[config.mk]
export PLATFORM = sky130hd
export DESIGN_NAME = rgei_runtime_regs
export DESIGN_NICKNAME = d
export VERILOG_FILES = /design/src/rgei_pkg.sv /design/src/rgei_sync2.sv /design/src/rgei_runtime_regs.sv
export SDC_FILE = /design/constraint.sdc
export NUM_CORES = 1
export LEC_CHECK = 0
export ABC_AREA = 1
export BUFFER_PORTS_ARGS = -buffer_cell sky130_fd_sc_hd__buf_4
export CAP_MARGIN = 20
export CORE_ASPECT_RATIO = 0.75
export CORE_MARGIN = 4
export CORE_UTILIZATION = 30
export DETAILED_ROUTE_END_ITERATION = 8
export GPL_TIMING_DRIVEN = 0
export PLACE_DENSITY = 0.49
export SLEW_MARGIN = 20
export SYNTH_ARGS = -nofsm -noshare
export SYNTH_HDL_FRONTEND = slang
export SYNTH_HIERARCHICAL = 1
export SYNTH_SLANG_ARGS = --single-unit
[constraint.sdc]
create_clock -name core_clk_i -period 5.1 [get_ports core_clk_i]
set_clock_uncertainty 0.1 [all_clocks]
set_input_delay 0.255 -clock core_clk_i [delete_from_list [all_inputs] [get_ports core_clk_i]]
set_output_delay 0.255 -clock core_clk_i [all_outputs]
set_load 0.01 [all_outputs]
[src/rgei_pkg.sv]
package rgei_pkg;
  // host offsets
  localparam logic [7:0] OFS_PIN_LEVEL = 8'h29;
  localparam logic [7:0] OFS_FW_FLAGS = 8'h30;
  localparam logic [7:0] OFS_FW_MASK = 8'h31;
  localparam logic [7:0] OFS_PWR_LOSS = 8'h32;
  localparam logic [7:0] OFS_COVER = 8'h34;
  // field positions
  localparam int LAST_SUPPLY_BIT = 7;
  localparam int COVER_EVENT_BIT = 0;
  localparam int COVER_LEVEL_BIT = 1;
  localparam int PIN_LEVEL_BIT = 0;
  // reset values
  localparam logic [7:0] FW_FLAGS_RST = 8'h00;
  localparam logic [7:0] FW_MASK_RST = 8'h00;
  localparam logic LAST_SUPPLY_RST = 1'b0;
  localparam logic COVER_EVENT_RST = 1'b1;
  // pin select map
  localparam logic [5:0] SEL_HOLE = 6'h1F;
  localparam logic [5:0] SEL_LAST = 6'h39;
  localparam int PIN_SPACE = 64;

  typedef struct packed {
    logic wr;
    logic rd;
    logic [7:0] addr;
    logic [7:0] wdata;
  } rgei_host_req_t;

  typedef struct packed {
    logic pme_fw_event;
    logic smi_fw_event;
    logic pme_intrusion;
    logic smi_intrusion;
  } rgei_event_t;
endpackage

[src/rgei_sync2.sv]
`timescale 1ns/1ps
module rgei_sync2 #(
  parameter int WIDTH = 1
) (
  // clock and reset
  input wire logic clk_i,
  input wire logic rst_i,
  // data
  input wire logic [WIDTH-1:0] d_i,
  output logic [WIDTH-1:0] q_o
);
  logic [WIDTH-1:0] meta_reg;

  // first stage is read only by the second stage
  always_ff @(posedge clk_i or posedge rst_i) begin
    if (rst_i) begin
      meta_reg <= '0;
      q_o <= '0;
    end else begin
      meta_reg <= d_i;
      q_o <= meta_reg;
    end
  end
endmodule // rgei_sync2

[src/rgei_runtime_regs.sv]
`timescale 1ns/1ps
module rgei_runtime_regs #(
  parameter int PIN_COUNT = rgei_pkg::PIN_SPACE
) (
  // clock and resets
  input wire logic core_clk_i,
  input wire logic sys_rst_i,
  input wire logic battery_por_i,
  // host register port
  input wire rgei_pkg::rgei_host_req_t host_req_i,
  output logic [7:0] host_rdata_o,
  // embedded controller side
  input wire logic [5:0] pin_select_i,
  input wire logic [7:0] ec_fw_set_i,
  input wire logic ec_clear_block_i,
  input wire logic [PIN_COUNT-1:0] gpio_level_i,
  input wire logic [PIN_COUNT-1:0] gpio_read_en_i,
  // power and cover pins
  input wire logic supply_good_in_i,
  input wire logic sleep_s3_n_i,
  input wire logic cover_switch_i,
  // PME and SMI status and enables
  input wire logic pme_intr_en_i,
  input wire logic smi_intr_en_i,
  output rgei_pkg::rgei_event_t event_status_o,
  output logic pme_event_o,
  output logic smi_event_o
);
  logic [PIN_COUNT-1:0] gpio_sync;
  logic [2:0] misc_sync;
  logic supply_good_s, sleep_s3_n_s, cover_s;
  logic supply_good_d_reg, cover_d_reg, cover_armed_reg;
  logic [1:0] cover_warm_reg;
  logic [7:0] fw_flags_reg, fw_flags_next;
  logic [7:0] fw_mask_reg;
  logic last_supply_state_reg;
  logic cover_event_reg;
  logic intr_sts_reg, intr_clr_pend_reg;
  logic pme_en_d_reg, smi_en_d_reg;
  logic [5:0] pin_index;
  logic pin_valid;
  logic wr_fw_flags, wr_fw_mask, wr_cover;
  logic cover_change;
  logic fw_summary;

  // pins cross into the core clock before any logic sees them
  rgei_sync2 #(.WIDTH(PIN_COUNT)) u_gpio_sync (
    .clk_i(core_clk_i),
    .rst_i(sys_rst_i),
    .d_i(gpio_level_i),
    .q_o(gpio_sync)
  );

  // battery reset only: a system reset must not fake edges on the battery-side latches
  rgei_sync2 #(.WIDTH(3)) u_misc_sync (
    .clk_i(core_clk_i),
    .rst_i(battery_por_i),
    .d_i({supply_good_in_i, sleep_s3_n_i, cover_switch_i}),
    .q_o(misc_sync)
  );

  assign supply_good_s = misc_sync[2];
  assign sleep_s3_n_s = misc_sync[1];
  assign cover_s = misc_sync[0];

  assign wr_fw_flags = host_req_i.wr && (host_req_i.addr == rgei_pkg::OFS_FW_FLAGS);
  assign wr_fw_mask = host_req_i.wr && (host_req_i.addr == rgei_pkg::OFS_FW_MASK);
  assign wr_cover = host_req_i.wr && (host_req_i.addr == rgei_pkg::OFS_COVER);

  // octal pin number: upper octal digit in bits 5:3 and low three bits
  always_comb begin
    pin_valid = (pin_select_i != rgei_pkg::SEL_HOLE) && (pin_select_i <= rgei_pkg::SEL_LAST);
    pin_index = {pin_select_i[5:3], pin_select_i[2:0]};
  end

  // firmware flags: hardware set wins over host clear
  always_comb begin
    fw_flags_next = fw_flags_reg;
    if (wr_fw_flags && !ec_clear_block_i) begin
      fw_flags_next = fw_flags_next & ~host_req_i.wdata;
    end
    fw_flags_next = fw_flags_next | ec_fw_set_i;
  end

  always_ff @(posedge core_clk_i or posedge sys_rst_i) begin
    if (sys_rst_i) begin
      fw_flags_reg <= rgei_pkg::FW_FLAGS_RST;
    end else begin
      fw_flags_reg <= fw_flags_next;
    end
  end

  always_ff @(posedge core_clk_i or posedge sys_rst_i) begin
    if (sys_rst_i) begin
      fw_mask_reg <= rgei_pkg::FW_MASK_RST;
    end else if (wr_fw_mask) begin
      fw_mask_reg <= host_req_i.wdata;
    end
  end

  assign fw_summary = |(fw_flags_reg & fw_mask_reg);

  // last supply state lives on battery reset only
  always_ff @(posedge core_clk_i or posedge battery_por_i) begin
    if (battery_por_i) begin
      supply_good_d_reg <= 1'b0;
      last_supply_state_reg <= rgei_pkg::LAST_SUPPLY_RST;
    end else begin
      supply_good_d_reg <= supply_good_s;
      if (supply_good_d_reg && !supply_good_s) begin
        last_supply_state_reg <= sleep_s3_n_s;
      end
    end
  end

  // cover latch on battery domain; armed avoids a false edge after reset
  always_ff @(posedge core_clk_i or posedge battery_por_i) begin
    if (battery_por_i) begin
      cover_d_reg <= 1'b0;
      cover_warm_reg <= 2'h0;
      cover_armed_reg <= 1'b0;
    end else begin
      cover_d_reg <= cover_s;
      // wait until the synchroniser and delay stage both hold the real pin level
      cover_warm_reg <= {cover_warm_reg[0], 1'b1};
      cover_armed_reg <= cover_warm_reg[1];
    end
  end

  assign cover_change = cover_armed_reg && (cover_d_reg != cover_s);

  always_ff @(posedge core_clk_i or posedge battery_por_i) begin
    if (battery_por_i) begin
      cover_event_reg <= rgei_pkg::COVER_EVENT_RST;
    end else if (cover_change) begin
      cover_event_reg <= 1'b1;
    end else if (wr_cover && host_req_i.wdata[rgei_pkg::COVER_EVENT_BIT]) begin
      cover_event_reg <= 1'b0;
    end
  end

  // intrusion status shadows the latch; set at standby reset if latched
  always_ff @(posedge core_clk_i or posedge sys_rst_i) begin
    if (sys_rst_i) begin
      intr_sts_reg <= 1'b0;
      intr_clr_pend_reg <= 1'b0;
    end else begin
      if (cover_change) begin
        intr_sts_reg <= 1'b1;
        intr_clr_pend_reg <= 1'b0;
      end else if (intr_clr_pend_reg && !cover_s) begin
        intr_sts_reg <= 1'b0;
        intr_clr_pend_reg <= 1'b0;
      end else if (wr_cover && host_req_i.wdata[rgei_pkg::COVER_EVENT_BIT] && intr_sts_reg) begin
        intr_clr_pend_reg <= 1'b1;
      end else if (cover_event_reg && !intr_sts_reg && !intr_clr_pend_reg && !wr_cover) begin
        intr_sts_reg <= 1'b1;
      end
    end
  end

  // event outputs: ungated fw summary level, plus intrusion status pulse on enable rising edge
  always_ff @(posedge core_clk_i or posedge sys_rst_i) begin
    if (sys_rst_i) begin
      pme_en_d_reg <= 1'b0;
      smi_en_d_reg <= 1'b0;
      pme_event_o <= 1'b0;
      smi_event_o <= 1'b0;
      event_status_o <= '0;
    end else begin
      pme_en_d_reg <= pme_intr_en_i;
      smi_en_d_reg <= smi_intr_en_i;
      event_status_o.pme_fw_event <= fw_summary;
      event_status_o.smi_fw_event <= fw_summary;
      event_status_o.pme_intrusion <= intr_sts_reg;
      event_status_o.smi_intrusion <= intr_sts_reg;
      pme_event_o <= fw_summary || (intr_sts_reg && pme_intr_en_i && !pme_en_d_reg);
      smi_event_o <= fw_summary || (intr_sts_reg && smi_intr_en_i && !smi_en_d_reg);
    end
  end

  // host read data, registered
  always_ff @(posedge core_clk_i or posedge sys_rst_i) begin
    if (sys_rst_i) begin
      host_rdata_o <= 8'h00;
    end else if (host_req_i.rd) begin
      host_rdata_o <= 8'h00;
      case (host_req_i.addr)
        rgei_pkg::OFS_PIN_LEVEL: begin
          host_rdata_o[rgei_pkg::PIN_LEVEL_BIT] <= pin_valid && gpio_read_en_i[pin_index]
            && gpio_sync[pin_index];
        end
        rgei_pkg::OFS_FW_FLAGS: begin
          host_rdata_o <= fw_flags_reg;
        end
        rgei_pkg::OFS_FW_MASK: begin
          host_rdata_o <= fw_mask_reg;
        end
        rgei_pkg::OFS_PWR_LOSS: begin
          host_rdata_o[rgei_pkg::LAST_SUPPLY_BIT] <= last_supply_state_reg;
        end
        rgei_pkg::OFS_COVER: begin
          host_rdata_o[rgei_pkg::COVER_LEVEL_BIT] <= cover_s;
          host_rdata_o[rgei_pkg::COVER_EVENT_BIT] <= cover_event_reg;
        end
        default: begin
          host_rdata_o <= 8'h00;
        end
      endcase
    end
  end
endmodule // rgei_runtime_regs

==> results by group <==
STA
  • Tmin final: around 1.7 ns
  • Rel. slew slack: 0.4964
  • Worst setup margin: approximately 3.4 ns
  • Post-route fraction of the period consumed by the critical path: 0.3279
  • Final-report setup violation count: 0
  • Slew at the pin with the worst max-slew slack: about 0.76 ns
  • Hold Vio Cnt, Final: 0
  • Achievable frequency: around 600 MHz
  • Unrepaired setup endpoints after global routing: false
  • Sum of negative setup slack: 0 ns
  • Final count of pins violating max slew: 0

GRT
  • Via count of the first global-routing pass: 5165
  • First-pass GRT wire length: between 20 and 30 mm
  • Leftover overflow at the end of global routing: 0
  • Initial antenna violation count: 0
  • Total routing resource utilization after global routing: 0.1530
  • Pin count of the biggest net entering global routing: 67

Power and ir drop
  • Peak ir drop on the vdd network: 0.1955 mV
  • Static leakage: between 4 and 5 nW
  • Power density normalized to cell area: approximately 340 nW/um2

Yosys
  • EDFF count, synth: 0
  • Commonest cells in the synthesized netlist: sky130_fd_sc_hd__dfrtp_1, sky130_fd_sc_hd__nand2_1, sky130_fd_sc_hd__nand3_1, sky130_fd_sc_hd__inv_1, sky130_fd_sc_hd__nor2_1
  • Leading cell type by number of instances after synthesis: sky130_fd_sc_hd__dfrtp_1
  • Dominant cells by area after synthesis: sky130_fd_sc_hd__dfrtp_1, sky130_fd_sc_hd__nand2_1, sky130_fd_sc_hd__nand3_1, sky130_fd_sc_hd__inv_1, sky130_fd_sc_hd__o21ai_0
  • Area fraction of the dominant cell type after synthesis: 0.6982
  • Net count after synthesis: 739
  • Async set or reset register ratio after synthesis: 1.000
  • Yosys top cell by area: sky130_fd_sc_hd__dfrtp_1
  • Count of mapped cells out of synthesis: 570
  • Number of library cell types mapped by synthesis: 27
  • Top_reg_cell synth: sky130_fd_sc_hd__dfrtp_1
  • FF+latch count, synth: ~170
  • Sequential cell area fraction in the yosys report: 0.7025
  • Avg Inst Size Synth: 10.82 um2
  • Cell Area, Synth: approximately 6200 um2
  • Number of warning messages in the yosys log: 6

Placement
  • Final GP Congestion: just under 0.9
  • Count of input and output buffers: 181
  • Setup slack at placement: 3.148 ns
  • Placed wire-length estimate: approximately 13 mm

Finish
  • # nets final: a little over 1000
  • Fraction of layout instances using a drive strength above 1: 0.2803
  • Diodes inserted: 0
  • Area used by multi-input combinational logic: between 1000 and 1500 um2
  • Fill cell count: around 1900
  • Sequential cell area in the final layout: about 4300 um2
  • Post-synthesis to final-layout area growth: 51.69%
  • Layout Utilization: 0.4626

Clocking
  • Clock root buffer master: sky130_fd_sc_hd__clkbuf_16
  • TritonCTS clock tree: done
  • Total number of H-tree levels: 4
  • Number of buffers between clock root and the deepest sink: 2
  • CTS clock-pin slew for the worst setup and hold paths: roughly 0.07 ns
  • Post-CTS Setup Repair Bufs: 0
  • Number of buffers created by CTS: 17
  • Post-cts gate resize count: 0
  • Clk sinks: ~170
  • Latest clock arrival within the worst-skew pair: about 0.43 ns

Floorplan
  • Core Rows: between 40 and 50
  • Die ar.: approximately 23000 um2
  • Vertical die dimension: between 100 and 150 um
  • Die X: about 170 um
  • Starting Density: 0.3050
  • Io pins: around 180
  • Core region area: 20210 um2

Drt
  • Remaining number of nets flagged by the antenna check after routing: 0
  • Total via count in the routed design: 4844
  • Number of remaining DRC errors: 0
  • Aggregate routed wire length: ~17 mm
  • Drt pass-1 iters: 4
  • Wire per inst: between 15 and 20 um
  • Iter 0 DRT Violations: 319
  • Vias per Instance: ~4.3

Worst setup path
  • Worst path required time: approximately 5.3 ns
  • Max FO, Critical Path: 3
  • Element type at the critical path end: flop
  • Critical path launch point type: flop
  • Endpoint arrival time on the critical path: between 1.5 and 2 ns
  • Classification of the worst setup path: reg2reg

Hold path
  • Class of the tightest hold or removal check: in2reg

Run status
  • Result of the run: finished clean

Job
  • Max-cap check violation count: 0
==> power breakdown <==
part           switching (mW)  internal [mW]  leakage [nW]
sequential             0.0234           1.44          2.02
clock                   0.626          0.720         0.307
combinational           0.153          0.186          2.23
total                   0.803           2.35          4.55
==> layer usage <==
| metal | up-vias | share of wire | GRT usage |
|---|---|---|---|
| li1 | 2388 | - | - |
| met1 | 2317 | 0.47 | 0.2185 |
| met2 | 125 | 0.46 | 0.2350 |
| met3 | 14 | 0.057 | 0.03268 |
| met4 | 0 | 0.014 | 0.04785 |
| met5 | - | 0 | 0 |
==> repair_timing <==
action                                 in CTS  in global routing
setup endpoints to repair                   0                  0
hold buffers                               82                  1
endpoints found under the hold margin     191                  1
==> metrics by stage <==
stage          power, mW  cell area (um2)  cells  hold slack (ns)
2_1_floorplan      1.607             6165    570         -0.05404
3_3_place_gp       1.774             7846   1009          0.08335
3_5_place_dp       1.782             7879   1010          0.09326
4_1_cts            3.196             9341   1124        0.0006973
5_1_grt            3.300             9351   1125          0.02960
6_report           3.148             9351   1125          0.02447
==> final timing paths <==
kind                            depth (start not counted)                      from                 endpoint  slack [ns]
max in group asynchronous                               4                 sys_rst_i      u_gpio_sync/q_o[14]        3.85
worst max register to register                          3           fw_flags_reg[6]              pme_event_o        3.43
worst min register to register                          0  u_gpio_sync/meta_reg[50]      u_gpio_sync/q_o[50]        0.24
worst max-delay path                                    3           fw_flags_reg[6]              pme_event_o        3.43
min in group asynchronous                               3             battery_por_i  u_misc_sync/meta_reg[1]        0.19
worst min-delay path                                    3             host_req_i[6]           fw_mask_reg[6]        0.02
==> final cells by class <==
class,instances,area share
timing repair buffer,265,0.2371
tap,258,0.03452
multi-input combinational,321,0.1571
clock buffer,17,0.04549
buffer,16,0.01472
clock inverter,15,0.02315
inverter,60,0.02489
sequential,173,0.4631
==> kinds of logic after synthesis <==
family | after synthesis | synth area share
simple gates | 264 | 0.1843
flops | 173 | 0.7025
buf+inv | 76 | 0.05927
compound gates | 55 | 0.05196
xor+xnor | 1 | 0.001421
other cells | 1 | 0.0006083
==> worst max-delay path, stage by stage (launching register included) <==
cell	delay (ns)
sky130_fd_sc_hd__dfrtp_1	0.39
sky130_fd_sc_hd__a22o_1	0.24
sky130_fd_sc_hd__a221oi_1	0.61
sky130_fd_sc_hd__o211ai_1	0.17
==> placed cells by master (no fill, tap or decap), types with 3 or more instances in the layout <==
master	netlist	layout
sky130_fd_sc_hd__buf_4	8	189
sky130_fd_sc_hd__dfrtp_1	172	172
sky130_fd_sc_hd__nand2_1	157	157
sky130_fd_sc_hd__dlygate4sd3_1	0	83
sky130_fd_sc_hd__nand3_1	63	63
sky130_fd_sc_hd__inv_1	56	54
sky130_fd_sc_hd__nor2_1	25	25
sky130_fd_sc_hd__o21ai_0	20	20
sky130_fd_sc_hd__clkbuf_16	0	17
sky130_fd_sc_hd__a21oi_1	12	12
sky130_fd_sc_hd__nand4_1	7	7
sky130_fd_sc_hd__o21ai_1	6	6
sky130_fd_sc_hd__a31oi_1	6	6
sky130_fd_sc_hd__buf_6	6	6
sky130_fd_sc_hd__clkinv_8	0	6
sky130_fd_sc_hd__a221oi_1	5	5
sky130_fd_sc_hd__inv_8	0	5
sky130_fd_sc_hd__inv_2	3	4
sky130_fd_sc_hd__nor2_4	4	4
sky130_fd_sc_hd__a22o_1	3	3
sky130_fd_sc_hd__nor4_1	3	3
Power figures use the tool's default switching activity.
